### config.mk
export PLATFORM = sky130hd
export DESIGN_NAME = dli_indicator
export DESIGN_NICKNAME = d
export VERILOG_FILES = /design/src/core/dli_indicator.v
export VERILOG_INCLUDE_DIRS = /design/src /design/src/core
export SDC_FILE = /design/constraint.sdc
export NUM_CORES = 1
export LEC_CHECK = 0
export BUFFER_PORTS_ARGS = -buffer_cell sky130_fd_sc_hd__buf_2
export CAP_MARGIN = 10
export CORE_UTILIZATION = 40
export DETAILED_ROUTE_END_ITERATION = 6
export GPL_TIMING_DRIVEN = 1
export HOLD_SLACK_MARGIN = 0.08
export PLACE_DENSITY = 0.67
export SLEW_MARGIN = 20
export SYNTH_ARGS = -nofsm -noshare
export SYNTH_HDL_FRONTEND = slang
export SYNTH_SLANG_ARGS = --single-unit
### constraint.sdc
create_clock -name clock -period 6.1 [get_ports clock]
set_input_delay 0.305 -clock clock [delete_from_list [all_inputs] [get_ports clock]]
set_output_delay 0.305 -clock clock [all_outputs]
set_load 0.03 [all_outputs]
### src/core/dli_defines.vh
`ifndef DLI_DEFINES_VH
`define DLI_DEFINES_VH

// Register offsets
`define DLI_ADDR_CTRL 4'h0
`define DLI_ADDR_STAT 4'h1
`define DLI_ADDR_LAMP 4'h2
`define DLI_ADDR_ID 4'h3

// Control register fields
`define DLI_CTRL_BUS_LSB 0
`define DLI_CTRL_BUS_MSB 1
`define DLI_CTRL_WIDTH 2
`define DLI_CTRL_RESET 2'h0

// Bus selection codes
`define DLI_BUS_NONE 2'h0
`define DLI_BUS_RS485 2'h1
`define DLI_BUS_TOKEN 2'h2

// Colour codes
`define DLI_COL_OFF 2'h0
`define DLI_COL_GREEN 2'h1
`define DLI_COL_RED 2'h2
`define DLI_COL_YELLOW 2'h3

// Pattern codes
`define DLI_PAT_OFF 3'h0
`define DLI_PAT_ON 3'h1
`define DLI_PAT_SLOW 3'h2
`define DLI_PAT_FAST 3'h3
`define DLI_PAT_VAR 3'h4

// Flash timing
`define DLI_CLK_MHZ 250
`define DLI_SLOW_MS 500
`define DLI_FAST_MS 125
`define DLI_VAR_MS 50
`define DLI_ORANGE_MS 1000
`define DLI_MS_CYCLES (`DLI_CLK_MHZ * 1000)

// Arbitrary identification value
`define DLI_ID_VALUE 8'h5A

`endif

### src/core/dli_indicator.v
// The implementer's own choices: strobed register access and the placing of the registers.
`timescale 1ns/1ps
`include "dli_defines.vh"

// Operation
// - Main lamp shows orange after reset until startup time ends, then state colours.
// - Each lamp supports off, on, slow flash and fast flash from the clock.
// - No fault present: main lamp steady green.
// - Commissioning or factory reset: main lamp flashes green slowly.
// - Firmware update running: main lamp red on, bus lamp yellow variable rate.
// - Awaiting power cycle after update: main and bus lamps flash red slowly.
// - Fault present: main lamp flashes red fast.
// - Wrong card or failed update: main and bus lamps flash red fast.
// - Fieldbus link in order: link lamp steady green.
// - Device naming active: link lamp flashes green slowly.
// - No fieldbus communication: link lamp off.
// - RS485 exchanging data: bus lamp off.
// - RS485 bus active without process data: bus lamp red slow.
// - RS485 no bus connection: bus lamp red fast.
// - Token bus cyclic exchange running: bus lamp steady green.
// - Token bus not in use: bus lamp off.
// - Token bus configuration or bus fault: bus lamp red slow.
// - Token bus no exchange, baud search or no connection: bus lamp red fast.
// - Safety enabled but none active: safety lamp steady yellow.
// - Safety active without safety fault: safety lamp yellow slow.
// - Safety fault: request stop and flash safety lamp yellow fast.
module dli_indicator #(
  parameter integer SLOW_HALF = `DLI_SLOW_MS * `DLI_MS_CYCLES / 2,
  parameter integer FAST_HALF = `DLI_FAST_MS * `DLI_MS_CYCLES / 2,
  parameter integer VAR_HALF = `DLI_VAR_MS * `DLI_MS_CYCLES / 2,
  parameter integer ORANGE_CYCLES = `DLI_ORANGE_MS * `DLI_MS_CYCLES,
  parameter integer CW = 28
) (
  // Clock and reset
  input wire clock,
  input wire rst,
  // Register port
  input wire [3:0] reg_addr,
  input wire [7:0] reg_wdata,
  input wire reg_wr,
  input wire reg_rd,
  output reg [7:0] reg_rdata,
  // Device state, asynchronous
  input wire fault_present,
  input wire commissioning,
  input wire factory_reset,
  input wire fw_update_active,
  input wire fw_wait_power_cycle,
  input wire fw_update_failed,
  input wire card_error,
  input wire link_ok,
  input wire naming_active,
  input wire bus_data_exchange,
  input wire bus_active_no_data,
  input wire bus_no_connection,
  input wire bus_config_fault,
  input wire bus_baud_search,
  input wire safety_enabled,
  input wire safety_active,
  input wire safety_fault,
  // Lamps: bit 0 green, bit 1 red, both for orange and yellow
  output reg [1:0] main_lamp,
  output reg [1:0] bus_fault_lamp,
  output reg [1:0] link_lamp,
  output reg [1:0] safety_lamp,
  output reg safety_stop_req
);

  localparam integer NIN = 17;

  ////////////////////////////////////////////////////////////////////////
  // Input synchronisers
  wire [NIN-1:0] raw_in = {
    safety_fault,
    safety_active,
    safety_enabled,
    bus_baud_search,
    bus_config_fault,
    bus_no_connection,
    bus_active_no_data,
    bus_data_exchange,
    naming_active,
    link_ok,
    card_error,
    fw_update_failed,
    fw_wait_power_cycle,
    fw_update_active,
    factory_reset,
    commissioning,
    fault_present
  };
  reg [NIN-1:0] meta_q;
  reg [NIN-1:0] sync_q;
  always @(posedge clock) begin
    if (rst) begin
      meta_q <= {NIN{1'b0}};
      sync_q <= {NIN{1'b0}};
    end else begin
      meta_q <= raw_in;
      sync_q <= meta_q;
    end
  end
  wire s_fault = sync_q[0];
  wire s_comm = sync_q[1] | sync_q[2];
  wire s_upd = sync_q[3];
  wire s_wait = sync_q[4];
  wire s_card = sync_q[5] | sync_q[6];
  wire s_link = sync_q[7];
  wire s_name = sync_q[8];
  wire s_xchg = sync_q[9];
  wire s_nodata = sync_q[10];
  wire s_nocon = sync_q[11];
  wire s_cfg = sync_q[12];
  wire s_baud = sync_q[13];
  wire s_sen = sync_q[14];
  wire s_sact = sync_q[15];
  wire s_sflt = sync_q[16];

  ////////////////////////////////////////////////////////////////////////
  // Control register
  reg [`DLI_CTRL_WIDTH-1:0] bus_sel_q;
  always @(posedge clock) begin
    if (rst) begin
      bus_sel_q <= `DLI_CTRL_RESET;
    end else if (reg_wr && reg_addr == `DLI_ADDR_CTRL) begin
      bus_sel_q <= reg_wdata[`DLI_CTRL_BUS_MSB:`DLI_CTRL_BUS_LSB];
    end
  end

  ////////////////////////////////////////////////////////////////////////
  // Flash generators, one per rate
  localparam [3*CW-1:0] HALVES = {VAR_HALF[CW-1:0], FAST_HALF[CW-1:0], SLOW_HALF[CW-1:0]};
  // One driver per phase bit, gathered onto a wire
  wire [2:0] phase_q;
  genvar g;
  generate
    for (g = 0; g < 3; g = g + 1) begin : g_flash
      reg [CW-1:0] cnt_q;
      reg ph_q;
      always @(posedge clock) begin
        if (rst) begin
          cnt_q <= {CW{1'b0}};
          ph_q <= 1'b0;
        end else if (cnt_q >= HALVES[g*CW +: CW] - 1'b1) begin
          cnt_q <= {CW{1'b0}};
          ph_q <= ~ph_q;
        end else begin
          cnt_q <= cnt_q + 1'b1;
        end
      end
      assign phase_q[g] = ph_q;
    end
  endgenerate

  // Variable rate: toggle period alternates with the fast phase
  wire var_phase = phase_q[1] ? phase_q[2] : phase_q[0];

  ////////////////////////////////////////////////////////////////////////
  // Startup orange interval
  localparam [1:0] ST_BOOT = 2'b00;
  localparam [1:0] ST_RUN = 2'b01;
  reg [1:0] boot_st_q;
  reg [1:0] boot_st_d;
  reg [CW-1:0] boot_cnt_q;
  reg [CW-1:0] boot_cnt_d;
  wire booted = (boot_st_q == ST_RUN);
  always @* begin
    boot_st_d = boot_st_q;
    boot_cnt_d = boot_cnt_q;
    case (boot_st_q)
      ST_BOOT: begin
        if (boot_cnt_q >= ORANGE_CYCLES[CW-1:0] - 1'b1) begin
          boot_st_d = ST_RUN;
        end else begin
          boot_cnt_d = boot_cnt_q + 1'b1;
        end
      end
      ST_RUN: begin
        // Counter frozen, orange only returns with reset
        boot_st_d = ST_RUN;
      end
      default: begin
        boot_st_d = ST_BOOT;
      end
    endcase
  end
  always @(posedge clock) begin
    if (rst) begin
      boot_st_q <= ST_BOOT;
      boot_cnt_q <= {CW{1'b0}};
    end else begin
      boot_st_q <= boot_st_d;
      boot_cnt_q <= boot_cnt_d;
    end
  end

  ////////////////////////////////////////////////////////////////////////
  // Pattern selection
  reg [1:0] main_col;
  reg [1:0] bus_col;
  reg [1:0] link_col;
  reg [2:0] main_pat;
  reg [2:0] bus_pat;
  reg [2:0] link_pat;
  reg [2:0] safe_pat;
  always @* begin
    main_col = `DLI_COL_GREEN;
    main_pat = `DLI_PAT_ON;
    bus_col = `DLI_COL_OFF;
    bus_pat = `DLI_PAT_OFF;
    // Bus lamp from selected fieldbus first; device-wide states override below
    if (bus_sel_q == `DLI_BUS_RS485) begin
      if (s_nocon) begin
        bus_col = `DLI_COL_RED;
        bus_pat = `DLI_PAT_FAST;
      end else if (s_nodata) begin
        bus_col = `DLI_COL_RED;
        bus_pat = `DLI_PAT_SLOW;
      end else begin
        bus_pat = `DLI_PAT_OFF;
      end
    end else if (bus_sel_q == `DLI_BUS_TOKEN) begin
      if (s_nocon || s_baud || s_nodata) begin
        bus_col = `DLI_COL_RED;
        bus_pat = `DLI_PAT_FAST;
      end else if (s_cfg) begin
        bus_col = `DLI_COL_RED;
        bus_pat = `DLI_PAT_SLOW;
      end else if (s_xchg) begin
        bus_col = `DLI_COL_GREEN;
        bus_pat = `DLI_PAT_ON;
      end
    end else begin
      bus_pat = `DLI_PAT_OFF;
    end
    // Main lamp, highest priority last
    if (s_comm) begin
      main_pat = `DLI_PAT_SLOW;
    end
    if (s_fault) begin
      main_col = `DLI_COL_RED;
      main_pat = `DLI_PAT_FAST;
    end
    if (s_wait) begin
      main_col = `DLI_COL_RED;
      main_pat = `DLI_PAT_SLOW;
      bus_col = `DLI_COL_RED;
      bus_pat = `DLI_PAT_SLOW;
    end
    if (s_card) begin
      main_col = `DLI_COL_RED;
      main_pat = `DLI_PAT_FAST;
      bus_col = `DLI_COL_RED;
      bus_pat = `DLI_PAT_FAST;
    end
    if (s_upd) begin
      main_col = `DLI_COL_RED;
      main_pat = `DLI_PAT_ON;
      bus_col = `DLI_COL_YELLOW;
      bus_pat = `DLI_PAT_VAR;
    end
    // Link lamp
    link_col = `DLI_COL_GREEN;
    if (s_name) begin
      link_pat = `DLI_PAT_SLOW;
    end else if (s_link) begin
      link_pat = `DLI_PAT_ON;
    end else begin
      link_pat = `DLI_PAT_OFF;
    end
    // Safety lamp
    if (s_sflt) begin
      safe_pat = `DLI_PAT_FAST;
    end else if (s_sact) begin
      safe_pat = `DLI_PAT_SLOW;
    end else if (s_sen) begin
      safe_pat = `DLI_PAT_ON;
    end else begin
      safe_pat = `DLI_PAT_OFF;
    end
  end

  function [1:0] lamp_drive;
    input [1:0] col;
    input [2:0] pat;
    input [2:0] ph;
    input vph;
    begin
      case (pat)
        `DLI_PAT_ON: lamp_drive = col;
        `DLI_PAT_SLOW: lamp_drive = ph[0] ? col : `DLI_COL_OFF;
        `DLI_PAT_FAST: lamp_drive = ph[1] ? col : `DLI_COL_OFF;
        `DLI_PAT_VAR: lamp_drive = vph ? col : `DLI_COL_OFF;
        default: lamp_drive = `DLI_COL_OFF;
      endcase
    end
  endfunction

  ////////////////////////////////////////////////////////////////////////
  // Registered lamp outputs
  always @(posedge clock) begin
    if (rst) begin
      main_lamp <= `DLI_COL_YELLOW;
      bus_fault_lamp <= `DLI_COL_OFF;
      link_lamp <= `DLI_COL_OFF;
      safety_lamp <= `DLI_COL_OFF;
      safety_stop_req <= 1'b0;
    end else begin
      // Other lamps stay dark until startup ends so nothing misleads early
      if (!booted) begin
        main_lamp <= `DLI_COL_YELLOW;
        bus_fault_lamp <= `DLI_COL_OFF;
        link_lamp <= `DLI_COL_OFF;
        safety_lamp <= `DLI_COL_OFF;
      end else begin
        main_lamp <= lamp_drive(main_col, main_pat, phase_q, var_phase);
        bus_fault_lamp <= lamp_drive(bus_col, bus_pat, phase_q, var_phase);
        link_lamp <= lamp_drive(link_col, link_pat, phase_q, var_phase);
        safety_lamp <= lamp_drive(`DLI_COL_YELLOW, safe_pat, phase_q, var_phase);
      end
      // Stop request is not held back by startup
      safety_stop_req <= s_sflt;
    end
  end

  ////////////////////////////////////////////////////////////////////////
  // Register read
  always @(posedge clock) begin
    if (rst) begin
      reg_rdata <= 8'h00;
    end else if (reg_rd) begin
      case (reg_addr)
        `DLI_ADDR_CTRL: reg_rdata <= {6'h00, bus_sel_q};
        `DLI_ADDR_STAT: reg_rdata <= {
          booted,
          safety_stop_req,
          s_upd,
          s_wait,
          s_card,
          s_fault,
          s_comm,
          s_link
        };
        `DLI_ADDR_LAMP: reg_rdata <= {main_lamp, bus_fault_lamp, link_lamp, safety_lamp};
        `DLI_ADDR_ID: reg_rdata <= `DLI_ID_VALUE;
        default: reg_rdata <= 8'h00;
      endcase
    end else begin
      reg_rdata <= 8'h00;
    end
  end

endmodule // dli_indicator

Yosys cells after proc, flatten, opt, wreduce, memory -nomap -nowiden
Cells that the tools add are included.
{"block": "word_totals", "register_bits": 170, "input_bits": 33, "wordCells": 121}
{"block": "classes", "addsub": 4, "magnitude_cmp": 4, "n_eq_ne": 23, "n_mux": 54, "bitwise_logic": 8, "reduce_logical": 11}
{"op": "$add A28 B1 Y28 const B", "count": 4}
{"op": "$mux W2", "count": 31}
{"op": "$pmux W8 S4", "count": 1}
{"op": "$ge A28 B23 Y1 const B", "count": 1}
{"op": "$ge A28 B24 Y1 const B", "count": 1}
{"op": "$ge A28 B26 Y1 const B", "count": 1}
{"op": "$ge A28 B28 Y1 const B", "count": 1}
{"op": "$mux W3", "count": 9}
{"op": "$eq A3 B2 Y1 const B", "count": 8}
{"op": "$pmux W2 S4", "count": 3}
{"op": "$eq A3 B1 Y1 const B", "count": 4}
{"op": "$eq A3 B3 Y1 const B", "count": 4}
{"op": "$reduce_or A2 Y1", "count": 5}
{"op": "$eq A4 B2 Y1 const B", "count": 2}
{"op": "$mux W1", "count": 8}
{"op": "$not A1 Y1", "count": 6}
{"op": "$eq A2 B1 Y1 const B", "count": 2}
{"op": "$eq A4 B1 Y1 const B", "count": 1}
{"op": "$logic_not A4 Y1", "count": 1}
{"op": "$pmux W1 S4", "count": 1}
{"op": "$pmux W2 S2", "count": 1}
{"op": "$eq A2 B2 Y1 const B", "count": 1}
{"op": "$logic_not A2 Y1", "count": 1}
{"op": "$logic_or A1 B1 Y1", "count": 2}
{"op": "other kinds (4)", "count": 5}

Longest topological paths before layout
Gate-level depths: netlist (run 1).
{"block": "depth", "ltp_word": 10, "ltp_mapped": 9, "depth_no_buf": 7}

Least setup slack after synthesis (run 1)
OpenSTA, ideal clock, no wires.
{"block": "synth_path", "path_kind": "reg2reg", "from": "register g_flash[1].cnt_q[0]", "to": "register g_flash[1].cnt_q[10]", "arrival_time_ps": 1877, "setup_slack_ps": 4158, "path_stages_with_launch": 9, "period_less_slack_ps": 1942, "path_cell_list": "dfxtp_1 ha_1 a211o_1 a211o_1 a31oi_1 o311a_1 nand2_1 clkbuf_1 nor2_1"}
{"block": "synth_via", "elab_chain_cells": 2, "elab_cells_between_ends": 3}
{"element": "start, declared", "line_no": "dli_indicator.v:138", "rtl": "reg [CW-1:0] cnt_q;"}
{"element": "start signal, assigned", "line_no": "dli_indicator.v:142", "rtl": "cnt_q <= {CW{1'b0}};"}
{"element": "start signal, assigned", "line_no": "dli_indicator.v:145", "rtl": "cnt_q <= {CW{1'b0}};"}
{"element": "start signal, assigned", "line_no": "dli_indicator.v:148", "rtl": "cnt_q <= cnt_q + 1'b1;"}
{"element": "$ge A28 B24 Y1", "line_no": "dli_indicator.v:144", "rtl": "end else if (cnt_q >= HALVES[g*CW +: CW] - 1'b1) begin"}
{"element": "$reduce_or A2 Y1 (no line)"}
Parallel ways exist; a longest one is shown, timed or not.
A chain may end at the register's enable or synchronous reset.

Worst setup path in the final report (run 1)
{"block": "layout_path", "from": "register g_flash[0].cnt_q[0]", "to": "register g_flash[0].cnt_q[18]"}
{"block": "layout_via", "elab_chain_cells": 2, "elab_cells_between_ends": 3}
{"element": "start, declared", "line_no": "dli_indicator.v:138"}
{"element": "start signal, assigned", "line_no": "dli_indicator.v:142"}
{"element": "start signal, assigned", "line_no": "dli_indicator.v:145"}
{"element": "start signal, assigned", "line_no": "dli_indicator.v:148"}
{"element": "$ge A28 B26 Y1", "line_no": "dli_indicator.v:144"}
{"element": "$reduce_or A2 Y1 (no line)"}
Parallel ways exist; a longest one is shown, timed or not.

==> results of run 1 <==
-- sequential cells by signal, indices dropped and copies added (netlist names) --
signal / cells
reg_rdata: 8
sync_q: 17
boot_cnt_q: 28
g_flash.cnt_q: 84
meta_q: 17
g_flash.ph_q: 3
bus_sel_q: 2
main_lamp: 2
bus_fault_lamp: 2
safety_stop_req: 1
safety_lamp: 1
link_lamp: 1
boot_st_q: 1
-- cell families (layout without fill, tap and decap cells) --
logic type	Yosys count	after routing	synth area share (%)
and+or+nand+nor	361	361	26.4
DFF	167	167	50.5
xor gates and xnor gates	90	90	11.9
AOI/OAI and AO/OA	59	59	6.82
buffers and inverters	39	96	2.67
muxes	6	6	0.907
adders and majority gates	4	4	0.756
other	1	12	0.0567
-- report_power, final --
part,total (W),switching [W],internal (W)
logic,0.0000648,0.0000353,0.0000294
clock network,0.00106,0.000424,0.000635
registers,0.00112,0.0000135,0.00111
-- cell usage after synthesis (all sizes together) (14+ instances only) --
library cell	number
xor2	59
nand4	20
clkbuf	19
nand3	48
inv	15
nor2	137
xnor2	31
nand2	46
dfxtp	167
nor2b	40
a21oi	14
nor3	18
and3	20
-- worst reg2reg max path, cell delays in order (launching register included) --
cell      delay (ps)
dfxtp_1          350
ha_1             210
nand4_1          220
a21oi_1          230
nand3_1          120
a211oi_1         340
or2_1            750
nor2_1           130
-- per-stage QoR --
stage	cells	instance area, µm²	power, W	setup WS (ps)	hold WS, ps
2_1_floorplan	738	6660	0.00119	4160	413
3_3_place_gp	973	7030	0.00121	3660	421
3_5_place_dp	973	7030	0.00121	3550	420
4_1_cts	1011	7690	0.00227	3550	80.2
5_1_grt	1011	7690	0.00233	3380	85.3
6_report	1011	7690	0.00225	3590	92.4
-- cell type report --
type                       instances  area share (%)
sequential                       167            43.4
inverter                          15           0.732
timing repair buffer              51            3.87
clock inverter                     9            1.51
multi-input combinational        532            40.8
tap                              216            3.51
clock buffer                      21            6.11
-- worst max-delay path by stage --
stage,depth (start not counted),from,end
after global placement,7,g_flash[0].cnt_q[0]$_SDFF_PP0_,g_flash[0].cnt_q[18]$_SDFF_PP0_
after floorplan,8,g_flash[1].cnt_q[0]$_SDFF_PP0_,g_flash[1].cnt_q[10]$_SDFF_PP0_
after CTS,7,g_flash[0].cnt_q[0]$_SDFF_PP0_,g_flash[0].cnt_q[18]$_SDFF_PP0_
after global routing,7,g_flash[0].cnt_q[0]$_SDFF_PP0_,g_flash[0].cnt_q[18]$_SDFF_PP0_
final,7,g_flash[0].cnt_q[0]$_SDFF_PP0_,g_flash[0].cnt_q[18]$_SDFF_PP0_
after detailed placement,7,g_flash[0].cnt_q[0]$_SDFF_PP0_,g_flash[0].cnt_q[18]$_SDFF_PP0_
-- layer usage --
metal | global-route usage, % | vias up
met5 | 0 | -
met4 | 5.88 | 0
met3 | 4.36 | 17
met2 | 23.6 | 75
met1 | 21.0 | 2251
li1 | - | 2552
==> results.md, run 1 <==
* Yosys cell types at between 40 and 50
* Max-cap violations at 0
* Clock latency on the worst-skew pair at about 420 ps
* Fmax at ~400 MHz
* Worst Path Class, Setup: flop to flop
* Final WL at roughly 12000 µm
* Io pins at 50
* Critical path cell sequence: ha_1 -> nand4_1 -> a21oi_1 -> nand3_1 -> a211oi_1 -> or2_1 -> nor2_1
* Die Height at 131 µm
* Status: completed
* Met3 routed WL at 402 µm
* Synth top area cells: dfxtp_1 (51%), xor2_1 (7.8%), nor2_1 (7.8%)
* Hpwl dp at around 8500 µm
* Worst Max-Slew Pin Slew at approximately 1100 ps
* Leak at about 2.8 nW
* Crit-path max cell delay at about 750 ps
* ANT nets after route at 0
* Gates resized, CTS repair at 0
* Commonest cells after routing, fill and taps aside: dfxtp_1 (167), nor2_1 (137), xor2_1 (59), nand3_1 (48), nand2_1 (46)
* Hold Path End: meta_q[13]$_SDFF_PP0_
* Final slew viol count at 0
* EDFF count, synth at 0
* Critical R2R Capture: g_flash[0].cnt_q[18]$_SDFF_PP0_
* Area delta synth->final at 16.3%
* Worst r2r src: g_flash[0].cnt_q[0]$_SDFF_PP0_
* Peak VDD IR at 192 µV
* Worst-path maximum fanout at 26
* Critical-path top delay cell: or2_1
* Layout cells sized above 1 at under 10%
* Root buf cell: clkbuf_16
* Register-to-Register Path Depth at 7
* DRT iter0 DRCs at between 200 and 250
* Pin count of the biggest net entering global routing at 50
* CP arrival at around 2800 ps
* Multi-input logic area at approximately 3100 µm²
* Drt first pass iters at 4
* H-tree lvl count at 4
* Critical path required time at 6370 ps
* HP Class: input pin to flop
* Grt total ovfl at 0
* Initial antenna violation count at 0
* Vias in the first global route at approximately 4400
* Sequential cell area fraction in the yosys report at 50.5%
* Total track usage at ~16%
* Rel. slew slack at approximately 29%
* CTS sink count at 167
* Buffers plus inverters on the worst setup path at 0
* Die area at 17100 µm²
* Via density at slightly below 5
* TritonCTS clock tree: done
* Yosys top cell by area: dfxtp_1
* Power per Cell Area at ~290 nW/µm²
* WHS Path Cells at 2
* Post-Syn Instances at between 700 and 800
* Diode count at 0
* Total core area at approximately 16000 µm²
* Fin. Hold Viols at 0
* Period minus WS final at between 2000 and 3000 ps
* Hold-fix buffers at CTS at 8
* Worst-path clk slew at 60 ps
* First-pass GRT wire length at roughly 20000 µm
* Initial Util at 41.4%
* Register-to-register setup slack at roughly 3600 ps
* Yosys Warn Count at 0
* Post-DR wirelength/cell at 12.2 µm
* Syn Area/Cell at 9.10 µm²
* Post-synth top area share at 50.5%
* Startpoint Class: flop
* FFs w/ async S/R, synth at 0%
* Final Util at ~48%
* Wl on met1 at 6160 µm
* I/O Buffers at 42
* CTS Buf Count at 17
* Layout Skew at approximately 8.9 ps
* Register area at approximately 3300 µm²
* Clk buf depth at 2
* Primary FF master, synth: dfxtp_1
* GPL Wtd Cong at 0.792
* WL met2 at about 5600 µm
* Hold Startpoint: bus_baud_search
* Die width at around 130 µm
* Post-synthesis cell area at 6620 µm²
* Largest delay share family, worst path: simple AND/OR/NAND/NOR gates
* Fin nets at between 800 and 900
* Final setup fails at 0
* Routed vias at about 4900
* Final period util at roughly two fifths
* Setup_tns at 0 ps
* # rows at between 40 and 50
* Max layer used: met4
* DRC at 0
* Fill cells at around 1500
* Most common cell after layout, fill and taps aside: dfxtp_1
* Post-CTS setup buffer count at 0
* RSZ-0062 raised after global routing: false
* FF+latch count, synth at between 150 and 200
* Critical Path End Type: flop
Power figures use the tool's default switching activity.
==> run 2, diff against run 1 <==
--- a/config.mk
+++ b/config.mk
@@ -12,7 +12,7 @@
 export DETAILED_ROUTE_END_ITERATION = 6
 export GPL_TIMING_DRIVEN = 1
 export HOLD_SLACK_MARGIN = 0.08
-export PLACE_DENSITY = 0.67
+export PLACE_DENSITY = 0.69
 export SLEW_MARGIN = 20
 export SYNTH_ARGS = -nofsm -noshare
 export SYNTH_HDL_FRONTEND = slang
==> constraint.sdc (replaced) <==
create_clock -name clock -period 2.13 [get_ports clock]
set_input_delay 0.1065 -clock clock [delete_from_list [all_inputs] [get_ports clock]]
set_output_delay 0.1065 -clock clock [all_outputs]
set_load 0.03 [all_outputs]
==> run 2 against run 1 <==
Net effect: core utilization rose by 2.6 points; global-route usage up 0.60 points; first-iteration DRC count rose by 15%; final area up 5.5%; clock skew fell by 1.3 ps; register-to-register slack got worse by 3400 ps; clock power rose to 2.8 times the previous value; count of clock-buffer cells in the layout down 1; power rose to 2.9 times the previous value; sequential share of layout area decreased by 2.2 points; critical path type unchanged.
==> results.md, run 2 (synthesized netlist as in run 1, its figures left out) <==
* Drt first pass iters at 4 (unchanged)
* Grt total ovfl at 0 (unchanged)
* Fin. Hold Viols at 0 (unchanged)
* Final WL at 12800 µm (+3.9%)
* Largest delay share family, worst path: simple AND/OR/NAND/NOR gates
* H-tree lvl count at 4 (unchanged)
* Area delta synth->final at 22.6%
* CTS Buf Count at 17 (unchanged)
* Period minus WS final at 1980 ps (-522 ps)
* Die width at 131 µm (unchanged)
* Root buf cell: clkbuf_16
* Io pins at 50 (unchanged)
* Leak at 3.01 nW (+7.4%)
* GPL Wtd Cong at 0.863 (+9.0%)
* TritonCTS clock tree: done
* First-pass GRT wire length at 21200 µm (+3.3%)
* Comb pwr share at 3.5% (+0.6 points)
* Worst-path clk slew at 70 ps (about the same)
* Fmax at 504 MHz (+26%)
* Peak VDD IR at 587 µV (+210%)
* Rel. slew slack at 61.0% (+32 points)
* Critical path cell sequence: nor3_1 -> o21ai_2 -> a2111oi_4 -> nand2_1 -> or3_1 -> a21oi_1
* Most common cell after layout, fill and taps aside: dfxtp_1
* Fill cells at 1504 (-2.7%)
* Worst Max-Slew Pin Slew at 580 ps (-483 ps)
* ANT nets after route at 0 (unchanged)
* DRC at 0 (unchanged)
* Max reg flops at 84 (unchanged)
* Buffers plus inverters on the worst setup path at 0 (unchanged)
* Setup_tns at 0 ps (unchanged)
* Final period util at 93.2% (+52 points)
* Layout Skew at 7.66 ps (-1.28 ps)
* Reg with most FFs: g_flash.cnt_q
* Cell Count Post-Placement at 991 (+1.8%)
* Commonest cells after routing, fill and taps aside: dfxtp_1 (166), nor2_1 (137), xor2_1 (59), nand3_1 (48), nand2_1 (45)
* Initial antenna violation count at 0 (unchanged)
* Pin count of the biggest net entering global routing at 39 (-22%)
* Worst-path maximum fanout at 5 (-81%)
* Fin nets at 859 (+4.6%)
* Power per Cell Area at 794 nW/µm² (+170%)
* Max-cap violations at 0 (unchanged)
* CTS sink count at 167 (unchanged)
* Die Height at 131 µm (unchanged)
* Post-DR wirelength/cell at 12.2 µm (about the same)
* Flop pwr share at 49.9% (about the same)
* Total track usage at 16.2% (+0.60 points)
* Total net switching power at 0.00137 W (+190%)
* Vias in the first global route at 4526 (+3.4%)
* Layout Cells excl Fill at 1050 (+3.9%)
* Biggest regs: g_flash.cnt_q x84, boot_cnt_q x28
* Initial Util at 41.4% (unchanged)
* Layout cells sized above 1 at 12.8% (+3.3 points)
* Clock latency on the worst-skew pair at 430 ps (about the same)
* Final Util at 50.7% (+2.6 points)
* CP arrival at 2340 ps (-430 ps)
* Worst Path Class, Setup: flop to flop
* Register-to-register setup slack at 150 ps (-3450 ps)
* HP Class: input pin to flop
* Crit-path max cell delay at 390 ps (-360 ps)
* Clk network pwr share at 46.6% (-0.5 points)
* Routed vias at 5034 (+2.8%)
* Switch share at 21.2% (+0.21 points)
* # rows at 46 (unchanged)
* Total core area at 16000 µm² (unchanged)
* Clk buf depth at 2 (unchanged)
* Int Pwr at 0.00508 W (+190%)
* Via density at 4.79 (-0.98%)
* Hpwl dp at 8700 µm (+1.8%)
* Status: completed
* Critical Path End Type: flop
* Final slew viol count at 0 (unchanged)
* Die area at 17100 µm² (unchanged)
* Diode count at 0 (unchanged)
* I/O Buffers at 42 (unchanged)
* RSZ-0062 raised after global routing: false
* DRT iter0 DRCs at 281 (+15%)
* Critical path required time at 2490 ps (-3880 ps)
* Startpoint Class: flop
* Critical-path top delay cell: or3_1
* Final setup fails at 0 (unchanged)
[run 2: cell count changes in the layout (fill, tap and decap cells not counted), moves of 2 or more]
cell / change
clkbuf_16: +2
buf_12: +2
dlygate4sd3_1: +16
inv_6: -3
buf_4: +17
clkinvlp_4: +3
[run 2: per-layer routing]
layer	routed length (µm)	up-vias	share of wire (%)	global-route usage, %
li1	-	2640	-	-
met1	6140	2283	48	20.9
met2	5880	88	46	25.1
met3	571	23	4.4	4.76
met4	241	0	1.9	6.90
met5	0	-	0	0
[run 2: power by group through the flow]
stage	Clock, W	Sequential (W)	Combinational, W
floorplan	0	0.00327	0.000140
global placement	0	0.00329	0.000186
detailed placement	0	0.00329	0.000188
CTS	0.00307	0.00322	0.000220
global route	0.00321	0.00322	0.000253
finish	0.00300	0.00322	0.000226
[run 2: path summary, 6_finish.rpt]
path                                       start                        endpoint  depth (start not counted)
hold reg to reg   g_flash[1].cnt_q[0]$_SDFF_PP0_  g_flash[1].cnt_q[0]$_SDFF_PP0_                          1
hold / removal                            reg_rd         reg_rdata[0]$_SDFF_PP0_                          3
setup reg to reg     boot_cnt_q[19]$_SDFFE_PP0P_     boot_cnt_q[26]$_SDFFE_PP0P_                          6
setup / recovery     boot_cnt_q[19]$_SDFFE_PP0P_     boot_cnt_q[26]$_SDFFE_PP0P_                          6
[run 2: area by class of cell]
cell class / count / area (µm²) / share of cell area (%)
flip-flops and latches: 167 / 3340 / 41.2
clock inverters: 11 / 126 / 1.56
well taps: 216 / 270 / 3.33
repair buffers: 89 / 687 / 8.46
inverters: 15 / 56.3 / 0.694
multi-input cells: 532 / 3180 / 39.1
clock buffers: 20 / 457 / 5.63
[run 2: stage by stage]
stage / instance area (µm²) / setup WS, ps / total power (W) / hold slack (ps)
floorplan: 6660 / 188 / 0.00341 / 233
global placement: 7190 / 95.3 / 0.00347 / 317
detailed placement: 7190 / 53.0 / 0.00348 / 320
CTS: 8010 / 45.6 / 0.00651 / 156
global route: 8120 / 1.91 / 0.00668 / 179
finish: 8120 / 146 / 0.00644 / 158
[run 2: timing repair]
action / 4_1_cts / 5_1_grt
endpoints found under the setup margin: 0 / 72
hold buffers: 24 / 0
resized for setup: 0 / 10
setup buffers: 0 / 2
hold endpoints to repair: 25 / 0
[run 2: worst min-delay path, cell delays in order]
cell     delay (ps)
buf_2           100
nand3_1         250
nor2_1           90
